`src/cpsm_map.svh`:
```
// Constants for the processor power state and management interrupt control
`ifndef CPSM_MAP_SVH
`define CPSM_MAP_SVH
`define CPSM_SYNC_STAGES 2
`define CPSM_ACK_CYCLES 4
`define CPSM_ACK_WIDTH 3
`define CPSM_BCLK_LOSS_CYCLES 64
`define CPSM_BCLK_CNT_WIDTH 7
`define CPSM_GATE_WIDTH 4
`define CPSM_GATE_BUS 0
`define CPSM_GATE_LIC 1
`define CPSM_GATE_CORE 2
`define CPSM_GATE_PLL 3
`define CPSM_GATE_ALL 4'hf
`define CPSM_GATE_STOPGRANT 4'hb
`define CPSM_GATE_SLEEP 4'h8
`define CPSM_GATE_DEEP 4'h0
`define CPSM_ACK_NONE 2'h0
`define CPSM_ACK_STOPGRANT 2'h1
`define CPSM_ACK_MGMT 2'h2
`endif

```
`src/cpsm_pkg.sv`:
```
// Types for the processor power state and management interrupt control
`default_nettype none
package cpsm_pkg;
    typedef enum logic [2:0] {
        CPSM_RUN = 3'h0,
        CPSM_STOPGRANT = 3'h1,
        CPSM_SLEEP = 3'h2,
        CPSM_DEEP_SLEEP = 3'h3,
        CPSM_MGMT_SAVE = 3'h4,
        CPSM_MGMT_ACK = 3'h5,
        CPSM_MGMT_MODE = 3'h6
    } cpsm_state_t;
endpackage
`default_nettype wire

```
`src/cpsm_ctrl.sv`:
```
// Power state sequencer and management interrupt entry control
//
// Operation
// (RQ1) Sleep asserted while in Stop-Grant moves the block into Sleep.
// (RQ2) Sleep gates every unit clock and leaves only the loop clock running.
// (RQ3) Sleep ignores bus snoops and interrupts completely.
// (RQ4) Sleep reacts only to reset, sleep release, deep sleep and clock loss.
// (RQ5) Sleep release returns to Stop-Grant with bus and interrupt unit clocks back on.
// (RQ6) Deep sleep asserted in Sleep moves the block into Deep Sleep.
// (RQ7) Stop-clock entry goes to Stop-Grant and issues its acknowledge.
// (RQ8) Stop-Grant gates all core clocks except bus and interrupt units.
// (RQ9) Stop-Grant keeps snooping the bus and servicing interrupts.
// (RQ10) Stop-clock release restarts all clocks and resumes execution.
// (RQ11) Stop-clock is asynchronous and never touches the bus clock.
// (RQ12) Management interrupt is accepted at any timing relative to the clock.
// (RQ13) An accepted management interrupt saves state and enters that mode.
// (RQ14) The mode then issues its acknowledge before the handler starts.
// (RQ15) Management interrupt held as reset lifts tristates the outputs.
// (RQ16) Every asynchronous request passes a clocked multi-stage synchroniser.
`default_nettype none
`include "cpsm_map.svh"
module cpsm_ctrl #(
    parameter int SYNC_STAGES = `CPSM_SYNC_STAGES,
    parameter int ACK_CYCLES = `CPSM_ACK_CYCLES,
    parameter int BCLK_LOSS_CYCLES = `CPSM_BCLK_LOSS_CYCLES
) (
    input wire logic sys_clk,
    input wire logic rstn,
    input wire logic stop_clock_request_n,
    input wire logic sleep_request_n,
    input wire logic deep_sleep_request_n,
    input wire logic mgmt_interrupt_n,
    input wire logic bus_clock_present,
    input wire logic snoop_request,
    input wire logic interrupt_request,
    input wire logic mgmt_handler_done,
    output logic [`CPSM_GATE_WIDTH-1:0] unit_clock_enable,
    output logic ack_valid,
    output logic [1:0] ack_kind,
    output logic snoop_accept,
    output logic interrupt_accept,
    output logic state_save,
    output logic handler_start,
    output logic executing,
    output logic system_management_mode,
    output logic outputs_tristate,
    output logic [2:0] power_state
);
    if (SYNC_STAGES < 2 || ACK_CYCLES < 1 || ACK_CYCLES > 7 ||
        BCLK_LOSS_CYCLES < 1 || BCLK_LOSS_CYCLES > 127) begin : g_bad_param
        $error("cpsm_ctrl: unsupported parameter value");
    end

    // Synchroniser chains, bit 0 is the first stage
    logic [SYNC_STAGES-1:0] stop_clock_request_n_sync;
    logic [SYNC_STAGES-1:0] slp_sync;
    logic [SYNC_STAGES-1:0] deep_sleep_request_n_sync;
    logic [SYNC_STAGES-1:0] mgmt_sync;
    logic [SYNC_STAGES-1:0] bclk_sync;

    always_ff @(posedge sys_clk or negedge rstn) begin
        if (!rstn) begin
            stop_clock_request_n_sync <= '0;
            slp_sync <= '0;
            deep_sleep_request_n_sync <= '0;
            mgmt_sync <= '0;
            bclk_sync <= {SYNC_STAGES{1'b1}};
        end else begin
            // Active-high request levels after inversion [RQ11] [RQ12] [RQ16]
            stop_clock_request_n_sync <= {stop_clock_request_n_sync[SYNC_STAGES-2:0],
                            ~stop_clock_request_n};
            slp_sync <= {slp_sync[SYNC_STAGES-2:0], ~sleep_request_n};
            deep_sleep_request_n_sync <= {deep_sleep_request_n_sync[SYNC_STAGES-2:0],
                           ~deep_sleep_request_n};
            mgmt_sync <= {mgmt_sync[SYNC_STAGES-2:0], ~mgmt_interrupt_n};
            bclk_sync <= {bclk_sync[SYNC_STAGES-2:0], bus_clock_present};
        end
    end

    logic stop_clock_request_n_req;
    logic slp_req;
    logic deep_sleep_request_n_req;
    logic mgmt_req;
    logic bclk_ok;
    assign stop_clock_request_n_req = stop_clock_request_n_sync[SYNC_STAGES-1];
    assign slp_req = slp_sync[SYNC_STAGES-1];
    assign deep_sleep_request_n_req = deep_sleep_request_n_sync[SYNC_STAGES-1];
    assign mgmt_req = mgmt_sync[SYNC_STAGES-1];
    assign bclk_ok = bclk_sync[SYNC_STAGES-1];

    // Strap taken from the synchronised pin, sampled once strap_wait fills,
    // SYNC_STAGES+1 edges after release; the raw pin is never read here
    logic [SYNC_STAGES-1:0] strap_wait;
    logic strap_taken;
    always_ff @(posedge sys_clk or negedge rstn) begin
        if (!rstn) begin
            strap_wait <= '0;
            strap_taken <= 1'b0;
            outputs_tristate <= 1'b0;
        end else begin
            strap_wait <= {strap_wait[SYNC_STAGES-2:0], 1'b1};
            if (strap_wait[SYNC_STAGES-1] && !strap_taken) begin
                strap_taken <= 1'b1;
                outputs_tristate <= mgmt_req; // [RQ15]
            end
        end
    end

    // Management interrupt edge latch so a short pulse is not lost
    logic mgmt_prev;
    logic mgmt_pending;
    logic mgmt_taken;
    always_ff @(posedge sys_clk or negedge rstn) begin
        if (!rstn) begin
            mgmt_prev <= 1'b0;
        end else begin
            mgmt_prev <= mgmt_req;
        end
    end

    always_ff @(posedge sys_clk or negedge rstn) begin
        if (!rstn) begin
            mgmt_pending <= 1'b0;
        end else if (mgmt_req && !mgmt_prev) begin
            mgmt_pending <= 1'b1; // Set wins over clear [RQ12]
        end else if (mgmt_taken) begin
            mgmt_pending <= 1'b0;
        end
    end

    // Bus clock loss watchdog
    logic [`CPSM_BCLK_CNT_WIDTH-1:0] bclk_cnt;
    logic bclk_lost;
    always_ff @(posedge sys_clk or negedge rstn) begin
        if (!rstn) begin
            bclk_cnt <= '0;
        end else if (bclk_ok) begin
            bclk_cnt <= '0;
        end else if (!bclk_lost) begin
            bclk_cnt <= bclk_cnt + 1'b1;
        end
    end
    assign bclk_lost =
        (bclk_cnt == BCLK_LOSS_CYCLES[`CPSM_BCLK_CNT_WIDTH-1:0]);

    cpsm_pkg::cpsm_state_t state;
    cpsm_pkg::cpsm_state_t next_state;
    logic [`CPSM_ACK_WIDTH-1:0] ack_cnt;
    logic ack_done;
    assign ack_done = (ack_cnt == '0);

    always_comb begin
        next_state = state;
        mgmt_taken = 1'b0;
        unique case (state)
            cpsm_pkg::CPSM_RUN: begin
                if (mgmt_pending) begin
                    next_state = cpsm_pkg::CPSM_MGMT_SAVE; // [RQ13]
                    mgmt_taken = 1'b1;
                end else if (stop_clock_request_n_req) begin
                    next_state = cpsm_pkg::CPSM_STOPGRANT; // [RQ7]
                end
            end
            cpsm_pkg::CPSM_STOPGRANT: begin
                if (!stop_clock_request_n_req) begin
                    next_state = cpsm_pkg::CPSM_RUN; // [RQ10]
                end else if (slp_req) begin
                    next_state = cpsm_pkg::CPSM_SLEEP; // [RQ1]
                end
            end
            cpsm_pkg::CPSM_SLEEP: begin
                // Only these events are seen here [RQ4]
                if (deep_sleep_request_n_req || bclk_lost) begin
                    next_state = cpsm_pkg::CPSM_DEEP_SLEEP; // [RQ6]
                end else if (!slp_req) begin
                    next_state = cpsm_pkg::CPSM_STOPGRANT; // [RQ5]
                end
            end
            cpsm_pkg::CPSM_DEEP_SLEEP: begin
                if (!deep_sleep_request_n_req && bclk_ok) begin
                    next_state = cpsm_pkg::CPSM_SLEEP;
                end
            end
            cpsm_pkg::CPSM_MGMT_SAVE: begin
                next_state = cpsm_pkg::CPSM_MGMT_ACK; // [RQ14]
            end
            cpsm_pkg::CPSM_MGMT_ACK: begin
                if (ack_done) begin
                    next_state = cpsm_pkg::CPSM_MGMT_MODE; // [RQ14]
                end
            end
            cpsm_pkg::CPSM_MGMT_MODE: begin
                if (mgmt_handler_done) begin
                    next_state = cpsm_pkg::CPSM_RUN;
                end
            end
            default: begin
                next_state = cpsm_pkg::CPSM_RUN;
            end
        endcase
    end

    always_ff @(posedge sys_clk or negedge rstn) begin
        if (!rstn) begin
            state <= cpsm_pkg::CPSM_RUN;
        end else begin
            state <= next_state;
        end
    end

    // Acknowledge transaction: held for ACK_CYCLES
    logic ack_start;
    logic [1:0] next_ack_kind;
    always_comb begin
        ack_start = 1'b0;
        next_ack_kind = `CPSM_ACK_NONE;
        if (state == cpsm_pkg::CPSM_RUN &&
            next_state == cpsm_pkg::CPSM_STOPGRANT) begin
            ack_start = 1'b1;
            next_ack_kind = `CPSM_ACK_STOPGRANT; // [RQ7]
        end else if (next_state == cpsm_pkg::CPSM_MGMT_ACK &&
                     state == cpsm_pkg::CPSM_MGMT_SAVE) begin
            ack_start = 1'b1;
            next_ack_kind = `CPSM_ACK_MGMT; // [RQ14]
        end
    end

    always_ff @(posedge sys_clk or negedge rstn) begin
        if (!rstn) begin
            ack_cnt <= '0;
            ack_valid <= 1'b0;
            ack_kind <= `CPSM_ACK_NONE;
        end else if (ack_start) begin
            ack_cnt <= `CPSM_ACK_WIDTH'(ACK_CYCLES - 1);
            ack_valid <= 1'b1;
            ack_kind <= next_ack_kind;
        end else if (!ack_done) begin
            ack_cnt <= ack_cnt - 1'b1;
        end else begin
            ack_valid <= 1'b0;
            ack_kind <= `CPSM_ACK_NONE;
        end
    end

    // Clock gating and service enables per state
    always_ff @(posedge sys_clk or negedge rstn) begin
        if (!rstn) begin
            unit_clock_enable <= `CPSM_GATE_ALL;
            snoop_accept <= 1'b0;
            interrupt_accept <= 1'b0;
            executing <= 1'b0;
            power_state <= 3'h0;
        end else begin
            power_state <= next_state;
            unique case (next_state)
                cpsm_pkg::CPSM_STOPGRANT: begin
                    unit_clock_enable <= `CPSM_GATE_STOPGRANT; // [RQ8] [RQ5]
                    snoop_accept <= snoop_request; // [RQ9]
                    interrupt_accept <= interrupt_request; // [RQ9]
                    executing <= 1'b0;
                end
                cpsm_pkg::CPSM_SLEEP: begin
                    unit_clock_enable <= `CPSM_GATE_SLEEP; // [RQ2]
                    snoop_accept <= 1'b0; // [RQ3]
                    interrupt_accept <= 1'b0; // [RQ3]
                    executing <= 1'b0;
                end
                cpsm_pkg::CPSM_DEEP_SLEEP: begin
                    unit_clock_enable <= `CPSM_GATE_DEEP;
                    snoop_accept <= 1'b0;
                    interrupt_accept <= 1'b0;
                    executing <= 1'b0;
                end
                default: begin
                    unit_clock_enable <= `CPSM_GATE_ALL; // [RQ10]
                    snoop_accept <= snoop_request;
                    interrupt_accept <= interrupt_request;
                    executing <= (next_state == cpsm_pkg::CPSM_RUN ||
                                  next_state == cpsm_pkg::CPSM_MGMT_MODE);
                end
            endcase
        end
    end

    // Management mode markers
    always_ff @(posedge sys_clk or negedge rstn) begin
        if (!rstn) begin
            state_save <= 1'b0;
            handler_start <= 1'b0;
            system_management_mode <= 1'b0;
        end else begin
            state_save <= (next_state == cpsm_pkg::CPSM_MGMT_SAVE); // [RQ13]
            handler_start <= (state == cpsm_pkg::CPSM_MGMT_ACK &&
                              next_state == cpsm_pkg::CPSM_MGMT_MODE);
            system_management_mode <=
                (next_state == cpsm_pkg::CPSM_MGMT_SAVE ||
                 next_state == cpsm_pkg::CPSM_MGMT_ACK ||
                 next_state == cpsm_pkg::CPSM_MGMT_MODE);
        end
    end
endmodule
`default_nettype wire

```
`config.mk`:
```
export PLATFORM = sky130hd
export DESIGN_NAME = cpsm_ctrl
export DESIGN_NICKNAME = d
export VERILOG_FILES = /design/src/cpsm_pkg.sv /design/src/cpsm_ctrl.sv
export VERILOG_INCLUDE_DIRS = /design/src
export SDC_FILE = /design/constraint.sdc
export NUM_CORES = 1
export LEC_CHECK = 0
export ABC_AREA = 1
export BUFFER_PORTS_ARGS = -buffer_cell sky130_fd_sc_hd__clkbuf_2
export CAP_MARGIN = 20
export CELL_PAD_IN_SITES_DETAIL_PLACEMENT = 1
export CELL_PAD_IN_SITES_GLOBAL_PLACEMENT = 1
export CORE_ASPECT_RATIO = 1.1
export CORE_MARGIN = 3
export CORE_UTILIZATION = 30
export DETAILED_ROUTE_END_ITERATION = 7
export PLACE_DENSITY_LB_ADDON = 0.08
export SLEW_MARGIN = 20
export SYNTH_ARGS = -nofsm -noshare
export SYNTH_HDL_FRONTEND = slang
export SYNTH_SLANG_ARGS = --single-unit
export TNS_END_PERCENT = 100
```
`constraint.sdc`:
```
create_clock -name sys_clk -period 1.85 [get_ports sys_clk]
set_input_delay 0.0925 -clock sys_clk [delete_from_list [all_inputs] [get_ports sys_clk]]
set_output_delay 0.0925 -clock sys_clk [all_outputs]
set_load 0.005 [all_outputs]
```
==> run_results.csv, run 1 <==
group,metric,value,unit
status,status,"finished, final reports clean",
sta,hold_ws,0.252,ns
clock_network,root_buffer,"clkbuf_8",
logic_synthesis,synth_top_area_share,52.4,%
layout,fin_util,39.8,%
global_route,grt_max_degree,33,
pwr,switchingPower,1.14,mW
logic_synthesis,synth_area_per_cell,9.78,um2
sta,rsz0062_at_grt,"false",
drt,route.detailed.drc,0,
floorplanning,chipHeight,85.4,um
floorplanning,pin_count,27,
logic_synthesis,async_reset_ff_share,100,%
drt,wl_per_cell,11.8,um
layout,syn2layout_area_growth,26.5,%
sta,slew_headroom,45.9,%
floorplanning,fp.coreArea,5470,um2
global_route,grt_first_pass_wirelength,6580,um
clock_network,htree_levels,2,
pwr,power_frac_seq,39.0,%
pwr,ir_drop,0.000663,V
sta,finalCriticalPeriod,1.58,ns
pwr,p_per_area,1490,nW/um2
clock_network,clk_latency,0.29,ns
logic_synthesis,yosys_warnings,0,
sta,final.setup.tns,0,ns
clock_network,cts_tree,"built",
layout,stdcell_count,295,
floorplanning,row_count,28,
logic_synthesis,syn_nets,190,
place,place_hpwl,2670,um
sta,hold_viol,0,
pwr,leakagePower,1.12,nW
setup_path,end_kind,"register",
place,dp_slack,0.257,ns
setup_path,path_max_fanout,3,
pwr,swShare,35.3,%
sta,setup_viol,0,
place,place_area,1960,um2
global_route,grt_pass1_vias,1443,
setup_path,start_kind,"register",
logic_synthesis,ys_top_cells_by_area,"dfrtp_1 52%, dfstp_2 7.6%, inv_1 6.1%",
setup_path,crit_type,"register to register",
clock_network,cts_num_sinks,41,
logic_synthesis,synth_seq_cells,41,
layout,drive_above_1_share,31.8,%
floorplanning,chipWidth,78.2,um
layout,fin_nets,233,
clock_network,postCtsSetupRepairBufs,0,
sta,tightestPinTransition,0.811,ns
logic_synthesis,synth_cells,176,
place,place_congestion,0.769,
job,maxCapViolations,0,
layout,final_area,2180,um2
drt,vias,1271,
sta,skew,0.00467,ns
setup_path,required,2.08,ns
logic_synthesis,ys_seq_area_share,60.0,%
drt,drtPass1Iterations,4,
drt,drt_iter0_drc,13,
setup_path,r2r_cells,10,
sta,clock.fmax,635,MHz
worst_hold_path,hold_class,"primary input to register",
layout,antenna_cells,0,
sta,report.final.slew_viol_count,0,
logic_synthesis,ys.flop_type,"dfrtp_1",
pwr,total_power,3.24,mW
sta,timing.final.ws_setup,0.275,ns
worst_hold_path,holdPathStages,6,
clock_network,cts.clk_slew.worst_paths,0.08,ns
global_route,antenna_found_initial,0,
floorplanning,die-area,6680,um2
pwr,p_int,2.10,mW
logic_synthesis,synth_top_cell_by_area,"dfrtp_1",
pwr,clkPwrFrac,26.8,%
setup_path,worstPathArrival,1.81,ns
floorplanning,start_util,31.5,%
sta,min_period_over_period,85.1,%
layout,fillers,667,
logic_synthesis,synth_area,1720,um2
drt,ant_nets,0,
clock_network,cts_max_path_buffers,2,
drt,wl,3470,um
clock_network,cts_buffers,5,
pwr,combPwrFrac,34.2,%
logic_synthesis,synth_edf_count,0,
global_route,grt.total_usage,12.5,%
logic_synthesis,yosys.cell_types.count,30,
drt,routed_via_density,4.31,
place,io_buffers,26,
place,dp_cells,279,
global_route,overflow,0,
-- layout make-up --
type	count	area [um2]	share of cell area, %
sequential	41	1030	47.4
multi-input combinational	96	538	24.7
timing repair buffer	37	233	10.7
inverter	38	143	6.55
tap	75	93.8	4.31
clock buffer	5	68.8	3.16
clock inverter	3	68.8	3.16
-- synth_stat cells, types with 2 or more instances --
master and count:
o21ai_1 2, dfstp_2 5, nor2_4 2, o21ai_0 2, nand3_2 2, nand3_1 13
dfrtp_1 36, ha_1 4, inv_2 10, inv_1 28, xnor2_1 2, nand2_1 19
nor2_2 6, a21oi_1 4, nand2_2 3, nor2_1 24
-- path summary, 6_finish.rpt --
| check | from | endpoint | slack [ns] |
|---|---|---|---|
| setup / recovery | ack_cnt[1] | executing | 0.27 |
| hold / removal | mgmt_handler_done | executing | 0.25 |
| setup reg to reg | ack_cnt[1] | executing | 0.27 |
| hold reg to reg | deep_sleep_request_n_sync[0] | deep_sleep_request_n_sync[1] | 0.35 |
| max in group asynchronous | rstn | interrupt_accept | 0.82 |
| min in group asynchronous | rstn | bclk_cnt[6] | 0.42 |
-- power by group through the flow --
stage / logic, mW / registers, mW / clock network, mW
after floorplan: 0.776 / 1.27 / 0
after global placement: 1.09 / 1.28 / 0
after detailed placement: 1.13 / 1.29 / 0
after CTS: 1.15 / 1.27 / 0.898
after global routing: 1.30 / 1.30 / 0.943
final: 1.11 / 1.26 / 0.869
-- per-layer routing --
metal | track usage [%] | part of all wire (%) | routed length [um]
met2 | 22.2 | 51 | 1780
met1 | 14.2 | 43 | 1480
met5 | 0 | 0 | 0
met3 | 3.93 | 4.6 | 161
met4 | 4.29 | 1.4 | 47
-- state kept, by name, indices dropped and copies added (netlist names), 3 cells and up --
signal             cells
ack_cnt                3
bclk_cnt               7
power_state            3
unit_clock_enable      3
-- repair_timing --
| action | 4_1_cts | 5_1_grt |
|---|---|---|
| gates resized for setup | 0 | 0 |
| setup endpoints to repair | 0 | 0 |
| hold endpoints to repair | 32 | 0 |
| hold buffers | 8 | 0 |
-- worst max-delay path: stages, from the launching register on --
cell	delay [ns]
dfrtp_1	0.37
inv_1	0.12
ha_1	0.18
inv_1	0.04
nor2_1	0.21
nor2_1	0.08
nor2_1	0.13
nand3_2	0.10
nor2_4	0.12
nand3_1	0.09
nand2_1	0.07
-- kinds of logic (layout without fill, tap and decap cells) --
family | after synthesis | in the layout | share of synthesized area, %
AOI/OAI and AO/OA | 13 | 13 | 4.73
buffers and inverters | 39 | 83 | 8.73
adders and majority gates | 4 | 4 | 2.91
xor gates and xnor gates | 3 | 3 | 1.53
and+or+nand+nor | 75 | 75 | 21.9
DFF | 41 | 41 | 60.0
other | 1 | 1 | 0.218
-- placed cells by master, fill, tap and decap left out, types with 2 or more instances in the layout --
master and instances:
nor2_4 2, clkbuf_8 5, a21oi_1 4, inv_2 10, o21ai_1 2, nor2_1 24, buf_4 3, dfstp_2 5
inv_1 28, ha_1 4, nand2_2 3, nor2_2 6, bufinv_16 2, o21ai_0 2, nand2_1 19, xnor2_1 2
dlygate4sd3_1 8, nand3_2 2, dfrtp_1 36, nand3_1 13, clkbuf_2 26
Note: power is estimated with default switching activity, not from simulation.
==> inputs of run 2 (changes only) <==
Settings changed: ABC_AREA 1 to default.
==> run 2 against run 1 <==
- via count is 10% lower
- worst hold slack worse by 0.20 ns
- cell count is 14% lower
- clock power is 14% lower
- critical endpoint is now unit_clock_enable[1]
==> run_results.csv, run 2 <==
group,metric,value,unit
layout,syn2layout_area_growth,22.8,%
sta,report.final.slew_viol_count,0,
floorplanning,fp.coreArea,5430,um2
logic_synthesis,yosys.cell_types.count,43,
clock_network,postCtsSetupRepairBufs,0,
floorplanning,chipHeight,85.1,um
drt,drtPass1Iterations,4,
drt,wl_per_cell,13.2,um
logic_synthesis,yosys-top-cells-count,"36 x dfrtp_1, 15 x inv_1, 11 x nor2_1",
setup_path,start_kind,"register",
layout,fillers,602,
clock_network,cts_max_path_buffers,2,
logic_synthesis,ys_top_cells_by_area,"dfrtp_1 53%, dfstp_2 7.7%, inv_1 3.3%",
logic_synthesis,synth_area,1710,um2
logic_synthesis,synth_top_cell_by_area,"dfrtp_1",
clock_network,cts.clk_slew.worst_paths,0.08,ns
global_route,antenna_found_initial,0,
logic_synthesis,async_reset_ff_share,100,%
logic_synthesis,synth_area_per_cell,12.0,um2
layout,regMostFlops,"bclk_cnt",
layout,drive_above_1_share,28.5,%
sta,final.setup.tns,0,ns
sta,skew,0.00646,ns
setup_path,crit_type,"register to register",
place,place_area,1920,um2
logic_synthesis,synth_seq_cells,41,
logic_synthesis,ys.flop_type,"dfrtp_1",
pwr,ir_drop,0.000487,V
place,place_congestion,0.787,
setup_path,required,2.08,ns
layout,ff_latch_area,1030,um2
status,status,"finished, final reports clean",
clock_network,cts_resized,0,
sta,min_period_over_period,89.6,%
floorplanning,row_count,28,
setup_path,end_kind,"register",
global_route,grt_pass1_vias,1224,
clock_network,cts_buffers,5,
sta,tightestPinTransition,0.594,ns
layout,final_cell_mix,"36 x dfrtp_1, 26 x clkbuf_2, 15 x inv_1",
clock_network,cts_num_sinks,41,
place,io_buffers,26,
drt,wl,3360,um
sta,setup_viol,0,
place,place_hpwl,2460,um
clock_network,root_buffer,"clkbuf_8",
layout,fin_nets,192,
setup_path,worstPathArrival,1.89,ns
clock_network,hold_buffers,6,
global_route,overflow,0,
global_route,grt_first_pass_wirelength,6040,um
sta,hold_ws,0.0512,ns
job,maxCapViolations,0,
floorplanning,pin_count,27,
clock_network,clk_latency,0.29,ns
layout,antenna_cells,0,
pwr,leakagePower,0.979,nW
drt,vias,1144,
layout,fin_util,38.6,%
logic_synthesis,synth_cells,142,
setup_path,r2r_slack,0.19,ns
clock_network,htree_levels,2,
layout,final_area,2100,um2
logic_synthesis,syn_nets,156,
logic_synthesis,synth_edf_count,0,
sta,clock.fmax,603,MHz
clock_network,cts_tree,"built",
drt,route.detailed.drc,0,
drt,drt_iter0_drc,71,
floorplanning,chipWidth,77.9,um
drt,ant_nets,0,
layout,final_common_cell,"dfrtp_1",
global_route,grt.total_usage,11.8,%
drt,routed_via_density,4.50,
logic_synthesis,ys_seq_area_share,60.4,%
pwr,p_per_area,1360,nW/um2
sta,hold_viol,0,
sta,rsz0062_at_grt,"false",
floorplanning,die-area,6640,um2
logic_synthesis,synth.most_common_cell,"dfrtp_1",
global_route,grt_max_degree,23,
setup_path,path_max_fanout,6,
sta,finalCriticalPeriod,1.66,ns
logic_synthesis,synth_top_area_share,52.7,%
floorplanning,start_util,31.5,%
worst_hold_path,hold_class,"primary input to register",
layout,largest_register_ffs,7,
layout,multi_input_area,581,um2
sta,slew_headroom,60.4,%
logic_synthesis,yosys_warnings,0,
run 2: changes by cell type in the layout (fill, tap and decap cells not counted), sizes merged, moves of 3 or more:
cell and change:
nand3 -12, and3 +3, nor2 -21, nand2b +5, nor2b +3, nand2 -15, o21ai +5, inv -23
run 2: path summary, 6_finish.rpt:
check                                       endpoint              start  cells after the start
min in group asynchronous                 ack_cnt[0]               rstn                      2
worst min register to register          mgmt_sync[1]       mgmt_sync[0]                      0
worst max register to register  unit_clock_enable[1]         ack_cnt[0]                      6
worst max-delay path            unit_clock_enable[1]         ack_cnt[0]                      6
max in group asynchronous       unit_clock_enable[3]               rstn                      3
worst min-delay path                interrupt_accept  interrupt_request                      3
run 2: cell type report:
| cell class | instances | share of cell area, % |
|---|---|---|
| sequential | 41 | 49.2 |
| multi-input combinational | 81 | 27.7 |
| timing repair buffer | 33 | 10.0 |
| tap | 75 | 4.47 |
| clock buffer | 6 | 3.94 |
| inverter | 16 | 2.86 |
| clock inverter | 2 | 1.79 |
run 2: per-layer routing:
metal  wire (um)  part of all wire [%]  up-vias  track usage [%]
met1        1450                    43      567             14.7
met2        1680                    50       30             19.2
li1            -                     -      543                -
met4          44                   1.3        0             4.29
met3         186                   5.5        4             3.93
met5           0                     0        -                0
run 2: worst max-delay path: stages, from the launching register on:
cell and delay, ns:
dfrtp_1 0.37, inv_1 0.12, ha_1 0.20, nand2b_1 0.18, a221oi_4 0.34, o221ai_2 0.21, o21ai_1 0.19
run 2: kinds of logic (layout without fill, tap and decap cells):
family / Yosys count / after routing / share of synthesized area, %
AOI/OAI and AO/OA: 26 / 26 / 12.0
xor gates and xnor gates: 7 / 7 / 3.59
adders and majority gates: 4 / 4 / 2.93
buffers and inverters: 20 / 57 / 5.57
DFF: 41 / 41 / 60.4
muxes: 1 / 1 / 0.586
other: 1 / 1 / 0.220
and+or+nand+nor: 42 / 42 / 14.7
run 2: power breakdown:
group	internal (mW)	leakage (nW)	switching [mW]	total, mW
clock	0.439	0.0574	0.309	0.748
sequential	1.09	0.486	0.170	1.26
combinational	0.396	0.436	0.451	0.847
total	1.93	0.979	0.930	2.86
run 2: through the flow:
step                setup WS, ns  instances  power [mW]
floorplan                  0.407        142        1.85
global route              0.0133        254        3.10
global placement           0.239        240        2.11
CTS                        0.178        254        2.92
finish                     0.193        254        2.86
detailed placement         0.200        240        2.14
